==> src/logic/fsr_cfg.svh <==
`ifndef FSR_CFG_SVH
`define FSR_CFG_SVH

// ==========================================
// instruction codes
`define FSR_CMD_NONE    8'h00
`define FSR_CMD_WREN    8'h06
`define FSR_CMD_WRDI    8'h04
`define FSR_CMD_RDLO    8'h05
`define FSR_CMD_RDHI    8'h35
`define FSR_CMD_WRSR    8'h01
`define FSR_CMD_PROG    8'h02
`define FSR_CMD_SE      8'h20
`define FSR_CMD_BE32    8'h52
`define FSR_CMD_BE64    8'hd8
`define FSR_CMD_CE1     8'h60
`define FSR_CMD_CE2     8'hc7
`define FSR_CMD_SUSP    8'h75
`define FSR_CMD_RESUME  8'h7a
`define FSR_CMD_RSTEN   8'h66
`define FSR_CMD_RST     8'h99
`define FSR_CMD_QOUT    8'h6b
`define FSR_CMD_QIO     8'heb

// ==========================================
// status word bit positions
`define FSR_POS_BUSY    0
`define FSR_POS_WEL     1
`define FSR_POS_BP      2
`define FSR_POS_STATUS_GUARD_MODE_LO    7
`define FSR_POS_STATUS_GUARD_MODE_HI    8
`define FSR_POS_QE      9
`define FSR_POS_PSUS    10
`define FSR_POS_LB      11
`define FSR_POS_CMP     14
`define FSR_POS_ESUS    15

// ==========================================
// factory defaults and timing
`define FSR_NV_DEFAULT  1'b0
`define FSR_OP_CYCLES   16'h03e8

`endif

==> src/logic/fsr_pkg.sv <==
package fsr_pkg;

    // ==========================================
    // command phase within a frame
    typedef enum logic [2:0] {
        FSR_ST_CMD   = 3'b000,
        FSR_ST_ADDR  = 3'b001,
        FSR_ST_WDATA = 3'b010,
        FSR_ST_READ  = 3'b011,
        FSR_ST_SKIP  = 3'b100
    } fsr_state_t;

    // ==========================================
    // internal operation in flight
    typedef enum logic [1:0] {
        FSR_OP_NONE  = 2'b00,
        FSR_OP_WSR   = 2'b01,
        FSR_OP_PROG  = 2'b10,
        FSR_OP_ERASE = 2'b11
    } fsr_op_t;

endpackage : fsr_pkg

==> src/logic/fsr_link_if.sv <==
`timescale 1ns/1ps

interface fsr_link_if;
    logic       byte_vld;
    logic [7:0] rx_byte;
    logic       frame_end;
    logic [7:0] tx_byte;
    logic       tx_en;

    modport fe   (output byte_vld, output rx_byte, output frame_end,
                  input tx_byte, input tx_en);
    modport core (input byte_vld, input rx_byte, input frame_end,
                  output tx_byte, output tx_en);
endinterface : fsr_link_if

==> src/logic/fsr_spi_fe.sv <==
`timescale 1ns/1ps

module fsr_spi_fe (
    // clock and reset
    input  wire logic sys_clk_i,
    input  wire logic reset_n_i,
    input  wire logic ce_i,
    // serial pins
    input  wire logic spi_sclk_i,
    input  wire logic spi_cs_n_i,
    input  wire logic spi_si_i,
    output logic      spi_so_o,
    output logic      spi_so_oe_n_o,
    // byte side
    fsr_link_if.fe    lnk
);

    // ==========================================
    // synchronisers; stage 3 of sclk only for edge finding
    logic sclk_s1_r, sclk_s2_r, sclk_s3_r;
    logic cs_s1_r, cs_s2_r, si_s1_r, si_s2_r;

    always_ff @(posedge sys_clk_i) begin
        if (!reset_n_i) begin
            {sclk_s1_r, sclk_s2_r, sclk_s3_r} <= 3'h0;
            {cs_s1_r, cs_s2_r}                <= 2'h3;
            {si_s1_r, si_s2_r}                <= 2'h0;
        end else if (ce_i) begin
            {sclk_s1_r, sclk_s2_r, sclk_s3_r} <= {spi_sclk_i, sclk_s1_r, sclk_s2_r};
            {cs_s1_r, cs_s2_r}                <= {spi_cs_n_i, cs_s1_r};
            {si_s1_r, si_s2_r}                <= {spi_si_i, si_s1_r};
        end
    end

    // ==========================================
    // shifter
    logic       rise, fall, sel;
    logic [2:0] bcnt_r, bcnt_nxt;
    logic [7:0] rx_r, rx_nxt, tx_r, tx_nxt;
    logic       so_r, so_nxt, oe_n_r, oe_n_nxt;
    logic       bv_r, bv_nxt, fe_r, fe_nxt, sel_r, sel_nxt;

    assign rise = sclk_s2_r & ~sclk_s3_r;
    assign fall = ~sclk_s2_r & sclk_s3_r;
    assign sel  = ~cs_s2_r;

    always_comb begin
        bcnt_nxt = bcnt_r;
        rx_nxt   = rx_r;
        tx_nxt   = tx_r;
        so_nxt   = so_r;
        bv_nxt   = 1'b0;
        fe_nxt   = sel_r & ~sel;
        sel_nxt  = sel;
        oe_n_nxt = 1'b1;
        if (!sel) begin
            bcnt_nxt = 3'h0;
        end else begin
            oe_n_nxt = ~lnk.tx_en;
            if (rise) begin
                rx_nxt   = {rx_r[6:0], si_s2_r};
                bcnt_nxt = bcnt_r + 3'h1;
                bv_nxt   = (bcnt_r == 3'h7);
            end
            // msb of a new byte goes out on the first falling edge after a boundary
            if (fall) begin
                if (bcnt_r == 3'h0) begin
                    so_nxt = lnk.tx_byte[7];
                    tx_nxt = {lnk.tx_byte[6:0], 1'b0};
                end else begin
                    so_nxt = tx_r[7];
                    tx_nxt = {tx_r[6:0], 1'b0};
                end
            end
        end
    end

    always_ff @(posedge sys_clk_i) begin
        if (!reset_n_i) begin
            bcnt_r <= 3'h0;
            rx_r   <= 8'h00;
            tx_r   <= 8'h00;
            so_r   <= 1'b0;
            oe_n_r <= 1'b1;
            bv_r   <= 1'b0;
            fe_r   <= 1'b0;
            sel_r  <= 1'b0;
        end else if (ce_i) begin
            bcnt_r <= bcnt_nxt;
            rx_r   <= rx_nxt;
            tx_r   <= tx_nxt;
            so_r   <= so_nxt;
            oe_n_r <= oe_n_nxt;
            bv_r   <= bv_nxt;
            fe_r   <= fe_nxt;
            sel_r  <= sel_nxt;
        end
    end

    assign lnk.byte_vld  = bv_r;
    assign lnk.rx_byte   = rx_r;
    assign lnk.frame_end = fe_r;
    assign spi_so_o      = so_r;
    assign spi_so_oe_n_o = oe_n_r;

endmodule : fsr_spi_fe

==> src/logic/fsr_status_regs.sv <==
`timescale 1ns/1ps
`include "fsr_cfg.svh"

module fsr_status_regs (
    // clock and reset
    input  wire logic       sys_clk_i,
    input  wire logic       reset_n_i,
    input  wire logic       ce_i,
    // serial link
    input  wire logic       spi_sclk_i,
    input  wire logic       spi_cs_n_i,
    input  wire logic       spi_si_i,
    input  wire logic       wp_n_i,
    output logic            spi_so_o,
    output logic            spi_so_oe_n_o,
    // status to the rest of the device
    output logic            busy_o,
    output logic            quad_sel_o,
    output logic [2:0]      sec_lock_o,
    output logic            quad_read_go_o
);

    // ==========================================
    // front end
    fsr_link_if lnk ();

    fsr_spi_fe u_fe (
        .sys_clk_i     (sys_clk_i),
        .reset_n_i     (reset_n_i),
        .ce_i          (ce_i),
        .spi_sclk_i    (spi_sclk_i),
        .spi_cs_n_i    (spi_cs_n_i),
        .spi_si_i      (spi_si_i),
        .spi_so_o      (spi_so_o),
        .spi_so_oe_n_o (spi_so_oe_n_o),
        .lnk           (lnk.fe)
    );

    logic wp_s1_r, wp_s2_r;

    always_ff @(posedge sys_clk_i) begin
        if (!reset_n_i) begin
            {wp_s1_r, wp_s2_r} <= 2'h0;
        end else if (ce_i) begin
            {wp_s1_r, wp_s2_r} <= {wp_n_i, wp_s1_r};
        end
    end

    // ==========================================
    // decode helpers
    function automatic logic fsr_is_arr(input logic [7:0] op);
        fsr_is_arr = (op == `FSR_CMD_PROG) || (op == `FSR_CMD_SE) ||
                     (op == `FSR_CMD_BE32) || (op == `FSR_CMD_BE64);
    endfunction : fsr_is_arr

    // one bit per 64k block; a partly covered block counts as protected
    function automatic logic [7:0] fsr_prot_mask(input logic [4:0] bp, input logic cmp);
        logic [7:0] m;
        logic       part;
        m    = 8'h00;
        part = 1'b0;
        if (!bp[4]) begin
            if (bp[2])                 m = 8'hff;
            else if (bp[1:0] == 2'h1)  m = bp[3] ? 8'h01 : 8'h80;
            else if (bp[1:0] == 2'h2)  m = bp[3] ? 8'h03 : 8'hc0;
            else if (bp[1:0] == 2'h3)  m = bp[3] ? 8'h0f : 8'hf0;
        end else if (bp[2:0] == 3'h7) begin
            m = 8'hff;
        end else if (bp[2:0] != 3'h0) begin
            m    = bp[3] ? 8'h01 : 8'h80;
            part = 1'b1;
        end
        if (cmp) begin
            m = part ? 8'hff : ~m;
        end
        fsr_prot_mask = m;
    endfunction : fsr_prot_mask

    // ==========================================
    // register state
    fsr_pkg::fsr_state_t st_r, st_nxt;
    fsr_pkg::fsr_op_t    op_r, op_nxt;
    logic [7:0]  opc_r, opc_nxt;
    logic [1:0]  nb_r, nb_nxt;
    logic [23:0] addr_r, addr_nxt;
    logic [15:0] wd_r, wd_nxt, tmr_r, tmr_nxt;
    logic [7:0]  tx_r, tx_nxt;
    logic        txen_r, txen_nxt, qrd_r, qrd_nxt, rsten_r, rsten_nxt;
    logic        busy_r, busy_nxt, wel_r, wel_nxt;
    logic [4:0]  bp_r, bp_nxt;
    logic [1:0]  srp_r, srp_nxt;
    logic        qe_r, qe_nxt, cmp_r, cmp_nxt;
    logic [2:0]  lb_r, lb_nxt;
    logic        esus_r, esus_nxt, psus_r, psus_nxt;

    logic [15:0] sr_w;
    logic        wp_hi, wsr_ok, arr_ok, chip_ok, hit;
    logic [7:0]  prot_m;

    always_comb begin
        sr_w                      = 16'h0000;
        sr_w[`FSR_POS_BUSY]       = busy_r;
        sr_w[`FSR_POS_WEL]        = wel_r;
        sr_w[`FSR_POS_BP +: 5]    = bp_r;
        sr_w[`FSR_POS_STATUS_GUARD_MODE_LO]       = srp_r[0];
        sr_w[`FSR_POS_STATUS_GUARD_MODE_HI]       = srp_r[1];
        sr_w[`FSR_POS_QE]         = qe_r;
        sr_w[`FSR_POS_PSUS]       = psus_r;
        sr_w[`FSR_POS_LB +: 3]    = lb_r;
        sr_w[`FSR_POS_CMP]        = cmp_r;
        sr_w[`FSR_POS_ESUS]       = esus_r;
    end

    // with quad select set the pin is a data line, so it cannot lock
    assign wp_hi   = qe_r | wp_s2_r;
    assign wsr_ok  = wel_r & ~busy_r &
                     ((srp_r == 2'b00) | ((srp_r == 2'b01) & wp_hi));
    assign arr_ok  = wel_r & ~busy_r & ~esus_r & ~psus_r;
    assign chip_ok = ((bp_r[2:0] == 3'h0) & ~cmp_r) |
                     ((bp_r[2:0] == 3'h7) & cmp_r);
    assign prot_m  = fsr_prot_mask(bp_r, cmp_r);
    assign hit     = prot_m[addr_r[18:16]];

    always_comb begin
        st_nxt    = st_r;
        op_nxt    = op_r;
        opc_nxt   = opc_r;
        nb_nxt    = nb_r;
        addr_nxt  = addr_r;
        wd_nxt    = wd_r;
        tmr_nxt   = tmr_r;
        tx_nxt    = tx_r;
        txen_nxt  = txen_r;
        qrd_nxt   = 1'b0;
        rsten_nxt = rsten_r;
        busy_nxt  = busy_r;
        wel_nxt   = wel_r;
        bp_nxt    = bp_r;
        srp_nxt   = srp_r;
        qe_nxt    = qe_r;
        cmp_nxt   = cmp_r;
        lb_nxt    = lb_r;
        esus_nxt  = esus_r;
        psus_nxt  = psus_r;

        if (busy_r) begin
            if (tmr_r == 16'h0001) begin
                busy_nxt = 1'b0;
                wel_nxt  = 1'b0;
                op_nxt   = fsr_pkg::FSR_OP_NONE;
                tmr_nxt  = 16'h0000;
            end else begin
                tmr_nxt = tmr_r - 16'h0001;
            end
        end

        // live value, so polling the busy flag sees it fall mid-frame
        if (st_r == fsr_pkg::FSR_ST_READ) begin
            tx_nxt = (opc_r == `FSR_CMD_RDLO) ? sr_w[7:0] : sr_w[15:8];
        end

        if (lnk.byte_vld) begin
            case (st_r)
                fsr_pkg::FSR_ST_CMD: begin
                    opc_nxt  = lnk.rx_byte;
                    nb_nxt   = 2'h0;
                    txen_nxt = (lnk.rx_byte == `FSR_CMD_RDLO) || (lnk.rx_byte == `FSR_CMD_RDHI);
                    if (txen_nxt)
                        st_nxt = fsr_pkg::FSR_ST_READ;
                    else if (lnk.rx_byte == `FSR_CMD_WRSR)
                        st_nxt = fsr_pkg::FSR_ST_WDATA;
                    else if (fsr_is_arr(lnk.rx_byte))
                        st_nxt = fsr_pkg::FSR_ST_ADDR;
                    else
                        st_nxt = fsr_pkg::FSR_ST_SKIP;
                    if ((lnk.rx_byte == `FSR_CMD_QOUT || lnk.rx_byte == `FSR_CMD_QIO) && qe_r)
                        qrd_nxt = 1'b1;
                end
                fsr_pkg::FSR_ST_ADDR: begin
                    addr_nxt = {addr_r[15:0], lnk.rx_byte};
                    if (nb_r != 2'h3) nb_nxt = nb_r + 2'h1;
                end
                fsr_pkg::FSR_ST_WDATA: begin
                    if (nb_r == 2'h0) wd_nxt[7:0] = lnk.rx_byte;
                    if (nb_r == 2'h1) wd_nxt[15:8] = lnk.rx_byte;
                    if (nb_r != 2'h2) nb_nxt = nb_r + 2'h1;
                end
                default: ;
            endcase
        end

        // instructions act when chip select rises
        if (lnk.frame_end) begin
            st_nxt    = fsr_pkg::FSR_ST_CMD;
            txen_nxt  = 1'b0;
            opc_nxt   = `FSR_CMD_NONE;
            rsten_nxt = (opc_r == `FSR_CMD_RSTEN);
            case (opc_r)
                `FSR_CMD_WREN: begin
                    if (!busy_r) wel_nxt = 1'b1;
                end
                `FSR_CMD_WRDI: begin
                    if (!busy_r) wel_nxt = 1'b0;
                end
                `FSR_CMD_WRSR: begin
                    if (wsr_ok && nb_r != 2'h0) begin
                        bp_nxt     = wd_r[`FSR_POS_BP +: 5];
                        srp_nxt[0] = wd_r[`FSR_POS_STATUS_GUARD_MODE_LO];
                        if (nb_r == 2'h2) begin
                            srp_nxt[1] = wd_r[`FSR_POS_STATUS_GUARD_MODE_HI];
                            qe_nxt     = wd_r[`FSR_POS_QE];
                            cmp_nxt    = wd_r[`FSR_POS_CMP];
                            lb_nxt     = lb_r | wd_r[`FSR_POS_LB +: 3];
                        end
                        busy_nxt = 1'b1;
                        op_nxt   = fsr_pkg::FSR_OP_WSR;
                        tmr_nxt  = `FSR_OP_CYCLES;
                    end
                end
                `FSR_CMD_PROG, `FSR_CMD_SE, `FSR_CMD_BE32, `FSR_CMD_BE64: begin
                    if (arr_ok && nb_r == 2'h3 && !hit) begin
                        busy_nxt = 1'b1;
                        op_nxt   = (opc_r == `FSR_CMD_PROG) ? fsr_pkg::FSR_OP_PROG
                                                            : fsr_pkg::FSR_OP_ERASE;
                        tmr_nxt  = `FSR_OP_CYCLES;
                    end
                end
                `FSR_CMD_CE1, `FSR_CMD_CE2: begin
                    if (arr_ok && chip_ok) begin
                        busy_nxt = 1'b1;
                        op_nxt   = fsr_pkg::FSR_OP_ERASE;
                        tmr_nxt  = `FSR_OP_CYCLES;
                    end
                end
                `FSR_CMD_SUSP: begin
                    if (busy_r && tmr_r != 16'h0001) begin
                        if (op_r == fsr_pkg::FSR_OP_PROG) begin
                            psus_nxt = 1'b1;
                            busy_nxt = 1'b0;
                        end else if (op_r == fsr_pkg::FSR_OP_ERASE) begin
                            esus_nxt = 1'b1;
                            busy_nxt = 1'b0;
                        end
                    end
                end
                `FSR_CMD_RESUME: begin
                    if (esus_r || psus_r) begin
                        esus_nxt = 1'b0;
                        psus_nxt = 1'b0;
                        busy_nxt = 1'b1;
                    end
                end
                `FSR_CMD_RST: begin
                    if (rsten_r) begin
                        esus_nxt = 1'b0;
                        psus_nxt = 1'b0;
                        wel_nxt  = 1'b0;
                        busy_nxt = 1'b0;
                        op_nxt   = fsr_pkg::FSR_OP_NONE;
                        tmr_nxt  = 16'h0000;
                    end
                end
                default: ;
            endcase
        end
    end

    // power cycle: volatile and non-volatile bits all clear, every protect mode returns to 00
    always_ff @(posedge sys_clk_i) begin
        if (!reset_n_i) begin
            st_r    <= fsr_pkg::FSR_ST_CMD;
            op_r    <= fsr_pkg::FSR_OP_NONE;
            opc_r   <= `FSR_CMD_NONE;
            nb_r    <= 2'h0;
            addr_r  <= 24'h000000;
            wd_r    <= 16'h0000;
            tmr_r   <= 16'h0000;
            tx_r    <= 8'h00;
            txen_r  <= 1'b0;
            qrd_r   <= 1'b0;
            rsten_r <= 1'b0;
            busy_r  <= 1'b0;
            wel_r   <= 1'b0;
            bp_r    <= {5{`FSR_NV_DEFAULT}};
            srp_r   <= {2{`FSR_NV_DEFAULT}};
            qe_r    <= `FSR_NV_DEFAULT;
            cmp_r   <= `FSR_NV_DEFAULT;
            lb_r    <= {3{`FSR_NV_DEFAULT}};
            esus_r  <= 1'b0;
            psus_r  <= 1'b0;
        end else if (ce_i) begin
            st_r    <= st_nxt;
            op_r    <= op_nxt;
            opc_r   <= opc_nxt;
            nb_r    <= nb_nxt;
            addr_r  <= addr_nxt;
            wd_r    <= wd_nxt;
            tmr_r   <= tmr_nxt;
            tx_r    <= tx_nxt;
            txen_r  <= txen_nxt;
            qrd_r   <= qrd_nxt;
            rsten_r <= rsten_nxt;
            busy_r  <= busy_nxt;
            wel_r   <= wel_nxt;
            bp_r    <= bp_nxt;
            srp_r   <= srp_nxt;
            qe_r    <= qe_nxt;
            cmp_r   <= cmp_nxt;
            lb_r    <= lb_nxt;
            esus_r  <= esus_nxt;
            psus_r  <= psus_nxt;
        end
    end

    assign lnk.tx_byte    = tx_r;
    assign lnk.tx_en      = txen_r;
    assign busy_o         = busy_r;
    assign quad_sel_o     = qe_r;
    assign sec_lock_o     = lb_r;
    assign quad_read_go_o = qrd_r;

    logic fex;
    assign fex = lnk.frame_end & ce_i;
endmodule : fsr_status_regs

==> config.mk <==
export PLATFORM = sky130hd
export DESIGN_NAME = fsr_status_regs
export DESIGN_NICKNAME = d
export VERILOG_FILES = /design/src/logic/fsr_pkg.sv /design/src/logic/fsr_link_if.sv /design/src/logic/fsr_spi_fe.sv /design/src/logic/fsr_status_regs.sv
export VERILOG_INCLUDE_DIRS = /design/src /design/src/logic
export SDC_FILE = /design/constraint.sdc
export NUM_CORES = 1
export LEC_CHECK = 0
export BUFFER_PORTS_ARGS = -buffer_cell sky130_fd_sc_hd__buf_2
export CAP_MARGIN = 40
export CORE_UTILIZATION = 35
export DETAILED_ROUTE_END_ITERATION = 10
export PLACE_DENSITY = 0.54
export SKIP_LAST_GASP = 1
export SLEW_MARGIN = 10
export SYNTH_ARGS = -nofsm -noshare
export SYNTH_HDL_FRONTEND = slang
export SYNTH_SLANG_ARGS = --single-unit
export TNS_END_PERCENT = 5
==> constraint.sdc <==
create_clock -name sys_clk_i -period 2.3 [get_ports sys_clk_i]
set_input_delay 0.345 -clock sys_clk_i [delete_from_list [all_inputs] [get_ports sys_clk_i]]
set_output_delay 0.345 -clock sys_clk_i [all_outputs]
set_load 0.005 [all_outputs]
[Word level (Yosys, flattened, before mapping)]
Index checks and enable logic that the tools add are counted.
Storage, ports and cells
  flip-flop bits (word level): 125
Cells by class
  bitwise gates (word level): 23
  multiplexer cells: 88
  reduce and logical (&&, ||, !) cells: 41
  add/sub/neg operators: 3
  magnitude comparators: 1
  equal/unequal tests: 49
Operator list (count)
  2-to-1 mux 8 bit: 17
  2-to-1 mux 16 bit: 7
  one-hot mux 16 bit (4 select lines): 1
  == test 8 x 7 -> 1 bit (second input constant): 7
  == test 8 bit (second input constant): 5
  2-to-1 mux 1 bit: 39
  == test 8 x 3 -> 1 bit (second input constant): 4
  == test 8 x 6 -> 1 bit (second input constant): 3
  2-to-1 mux 3 bit: 8
  != test 2 bit (second input constant): 10
  2-to-1 mux 2 bit: 9
  == test 16 x 1 -> 1 bit (second input constant): 1
  == test 8 x 1 -> 1 bit (second input constant): 2
  == test 8 x 2 -> 1 bit (second input constant): 2
  != test 16 x 1 -> 1 bit (second input constant): 1
  subtractor 16 x 1 -> 16 bit (second input constant): 1
  == test 2 bit (second input constant): 6
  AND reduction 3 bit: 4
  AND reduction 4 bit: 3
  AND 1 bit: 10
  AND reduction 5 bit: 2
  logical NOT 3 bit: 3
  one-hot mux 1 bit (3 select lines): 3
  nonzero test 3 bit: 3
  25 further kinds: 54

[Longest topological paths before layout]
  depth after elaboration: 16
  mapped depth: 9

[Cells and area by module]
Synthesis repeated with hierarchy kept, for this count alone.
Unflattened totals
  cells, all modules: 687
  area, all modules: 5720.5 µm²
Modules (own cells, without submodules)
  fsr_status_regs: times used 1, cells each 558, area each 4460.5 µm²
  fsr_spi_fe: times used 1, cells each 129, area each 1260.0 µm²

[Worst setup path before layout]
Ideal clock, no wire load.
  path kind: register to register
  from: register opc_r[4]
  to: register tmr_r[0]
  setup time: 117 ps
  period minus slack after synthesis: 2441 ps
  cell stages (with the launch flop): 10
  arrival: 2325 ps
  required time: 2183 ps
  setup slack: -141 ps
  cells stage by stage: dfxtp_1 buf_6 or4_4 or3_1 buf_2 a21o_4 a31o_4 a2bb2oi_4 o21ai_2 a22o_1
Between the ends
  longest elaborated chain between the ends: 4
  elaborated cells between the ends (all ways): 12
  classes of those cells: eq/ne (8); mux (2); reduce/logical (2)
Ends and longest elaborated chain
  from (decl): RTL line fsr_status_regs.sv:83  | logic [7:0] opc_r, opc_nxt;
  from (signal assigned): RTL line fsr_status_regs.sv:273  | opc_r <= `FSR_CMD_NONE;
  from (signal assigned): RTL line fsr_status_regs.sv:294  | opc_r <= opc_nxt;
  == test 8 x 2 -> 1 bit, or another cell as far along: RTL line fsr_status_regs.sv:198  | case (opc_r)
  OR reduction 4 bit / OR reduction 2 bit (equally long branches): RTL line fsr_status_regs.sv:198
  one-hot mux 16 bit (4 select lines) (*): RTL line fsr_status_regs.sv:198
  2-to-1 mux 16 bit (*): RTL line fsr_status_regs.sv:193  | if (lnk.frame_end) begin
  to (signal assigned): RTL line fsr_status_regs.sv:298  | tmr_r <= tmr_nxt;
  to (decl): RTL line fsr_status_regs.sv:86  | logic [15:0] wd_r, wd_nxt, tmr_r, tmr_nxt;
Every way passes the cells marked *; elsewhere a longest branch is shown, timed or not.
A chain may end at the register's enable or synchronous reset.

[Worst setup path in the final report]
Same ends and word-level chain as after synthesis.

==> results.json <==
{
  "p_leak_nw": 2.45,
  "start_util": 0.361,
  "power_frac_seq": 0.541,
  "synth_area_mm2": 0.00551,
  "setup_ws_ns": -0.0161,
  "antennaDiodeCount": 0,
  "hp-class": "input port to flop",
  "yosysTopAreaCell": "dfxtp_1",
  "die-area_mm2": 0.0162,
  "start_kind": "flop",
  "synth.yosys.seq_area_share": 0.403,
  "synthXorXnorAreaFrac": 0.0111,
  "root_buffer": "clkbuf_16",
  "yosys.area_share.adder": 0.0204,
  "drt_pre_antenna_iters": 4,
  "fillers": 1540,
  "clk_latency_ns": 0.36,
  "synth-compound-area-share": 0.192,
  "routed_wl_mm": 14.2,
  "grt_pass1_vias": 4575,
  "clk_pin_slew_ns": 0.08,
  "viasPerCell": 5.38,
  "cp.arrival_ns": 2.57,
  "wl_per_cell_um": 15.7,
  "max_freq_mhz": 432,
  "seq_area_mm2": 0.00222,
  "drv_cap": 0,
  "grt_max_degree": 74,
  "postSynthAreaPerCell_um2": 8.31,
  "status": "finished, violations left",
  "fin_cells": 905,
  "yosys.area_share.simple": 0.245,
  "die_h_um": 127,
  "setup_viol": 1,
  "required_ns": 2.55,
  "drive_gt1_frac": 0.153,
  "combinationalPowerShare": 0.030,
  "core_mm2": 0.0153,
  "synthFlopType": "dfxtp_1",
  "syn_nets": 679,
  "yosysTopAreaCellShare": 0.403,
  "via_count": 4867,
  "ir_worst_vdd_mv": 0.425,
  "final_hold_viol_count": 0,
  "worst_pin_slew_ns": 0.879,
  "grt_pass1_wl_mm": 23.3,
  "endpoint_kind": "flop",
  "h-tree-depth": 3,
  "hpwl_mm": 10.3,
  "synth_top_family_by_area": "simple AND/OR/NAND/NOR gates",
  "synth_seq_cells": 111,
  "criticalPathCategory": "flop to flop",
  "grtUsageTotal": 0.182,
  "cp_max_fo": 5,
  "antenna_found_initial": 0,
  "io_pins": 15,
  "dp_slack_ns": -0.0423,
  "r2r_start": "opc_r[4]",
  "finalNetCount": 705,
  "drc_errors": 0,
  "layout_min_cycle_time_ns": 2.32,
  "ctsHoldBuffers": 0,
  "worstSetupStartpoint": "opc_r[4]",
  "swShare": 0.238,
  "synth_edf_count": 0,
  "synthTopCellsByArea": "dfxtp_1 40%, mux2i_1 8.2%, nor2_1 6.5%, nand2_1 4.8%, a21oi_1 4.4%",
  "ys_async_sr_fraction": 0,
  "drt_iter0_drc": 328,
  "dp.cells": 889,
  "syn_to_final_growth_pct": 15.5,
  "synth_mux_area_frac": 0.0818,
  "ant_nets": 0,
  "cts_tree": "yes",
  "yosys_warnings": 0,
  "clkPwrFrac": 0.429,
  "hold_path_startpoint": "spi_cs_n_i",
  "yosys.cell_types.count": 67,
  "switchingPower_mw": 0.852,
  "whs_ns": 0.219,
  "numCtsBuffers": 9,
  "clock_sinks": 111,
  "fp.dieW_um": 127,
  "violations": "negative setup slack",
  "maxSlewHeadroom": 0.413,
  "place_congestion": 0.883,
  "rsz0062_at_grt": "yes",
  "p_int_mw": 2.73,
  "numPortBuffers": 14,
  "multi_input_area_mm2": 0.00308,
  "rows": 45,
  "fin_skew_ns": 0.00634,
  "cellPowerDensity_mw_per_mm2": 562,
  "maxSlewViolCount": 0,
  "clockBufferDepth": 2,
  "syn_inst": 663,
  "grt_overflow": 0,
  "period_share": 1.01
}
## area by class of cell
type,instances,area share
well taps,211,0.0415
clock buffers,9,0.0354
multi-input cells,489,0.484
repair buffers,64,0.0720
flip-flops and latches,111,0.349
clock inverters,7,0.00983
inverters,14,0.00826
## power by group through the flow
stage / sequential [mW] / clock, mW / combinational [mW]
2_1_floorplan: 1.98 / 0 / 0.0702
3_3_place_gp: 1.98 / 0 / 0.106
3_5_place_dp: 1.98 / 0 / 0.108
4_1_cts: 1.94 / 1.59 / 0.108
5_1_grt: 1.94 / 1.66 / 0.120
6_report: 1.94 / 1.54 / 0.107
## cell families (layout without fill, tap and decap cells)
logic type / count (synthesis) / after routing
AO/OA/AOI/OAI: 151 / 151
XOR/XNOR: 7 / 7
multiplexers: 45 / 45
flip-flops: 111 / 111
AND/OR/NAND/NOR: 277 / 277
adder cells (fa/ha/maj): 9 / 9
buffers and inverters: 63 / 94
## stage by stage
step,power (mW),area [µm²],TNS [ns],util
4_1_cts,3.64,6340,-0.0363,0.415
6_report,3.58,6360,-0.0161,0.417
3_3_place_gp,2.09,6040,-0.0654,0.396
2_1_floorplan,2.05,5510,-1.05,-
3_5_place_dp,2.09,6040,-0.367,0.396
5_1_grt,3.71,6360,-1.38,0.417
## synthesized netlist by cell type (4+ instances only)
| library cell | instances |
|---|---|
| xor2_1 | 5 |
| nor4_1 | 8 |
| nand2b_1 | 5 |
| a211oi_1 | 20 |
| nand3_1 | 28 |
| buf_2 | 7 |
| nand2_1 | 71 |
| nand3b_1 | 4 |
| and2_1 | 5 |
| nor2_1 | 95 |
| ha_1 | 9 |
| o211ai_1 | 5 |
| nor2b_1 | 7 |
| or4_1 | 6 |
| or3_1 | 5 |
| nor3b_1 | 5 |
| o21ai_0 | 17 |
| o31ai_1 | 7 |
| a21oi_1 | 48 |
| inv_1 | 14 |
| a22oi_1 | 12 |
| clkbuf_1 | 39 |
| nor3_1 | 14 |
| mux2i_1 | 45 |
| dfxtp_1 | 111 |
## placed cells by master, fill, tap and decap left out, types with 8 or more instances in the layout
cell / netlist / final
a21oi_1: 48 / 46
nand3_1: 28 / 28
a22oi_1: 12 / 12
dfxtp_1: 111 / 110
inv_1: 14 / 13
nor2_1: 95 / 95
nor3_1: 14 / 14
buf_2: 7 / 14
mux2i_1: 45 / 45
o21ai_0: 17 / 17
clkbuf_16: 0 / 9
ha_1: 9 / 9
buf_4: 0 / 49
nor4_1: 8 / 8
a211oi_1: 20 / 20
nand2_1: 71 / 71
## what timing repair did
| item | 4_1_cts | 5_1_grt |
|---|---|---|
| setup endpoints to repair | 18 | 22 |
| resized for setup | 3 | 5 |
| pin swaps | 1 | 2 |
| buffers inserted | 0 | 0 |
| cloned | 0 | 0 |
## per-layer routing
layer | share of wire | track usage | up-vias
li1 | - | - | 2428
met1 | 0.48 | 0.241 | 2331
met2 | 0.45 | 0.284 | 81
met3 | 0.037 | 0.0402 | 27
met4 | 0.026 | 0.0812 | 0
met5 | 0 | 0 | -
## sequential cells by signal (all words and copies together) (netlist names), 5 cells and up
register	flops
u_fe.tx_r	7
wd_r	12
u_fe.lnk.rx_byte	8
tmr_r	16
bp_r	5
opc_r	8
lnk.tx_byte	8
addr_r	9
## critical path: stages, from the launching register on
cell,delay (ns)
dfxtp_1,0.32
or4_4,0.53
or3_4,0.38
a21o_4,0.25
a31o_4,0.25
a2bb2oi_4,0.18
o21ai_2,0.07
a22o_1,0.23
## path summary, 6_finish.rpt
path                                      to  slack, ns  cells past startpoint
worst min register to register    addr_r[10]       0.46                      2
worst max-delay path                tmr_r[0]      -0.02                      7
worst min-delay path            u_fe.cs_s1_r       0.22                      3
worst max register to register      tmr_r[0]      -0.02                      7
Power figures use the tool's default switching activity.
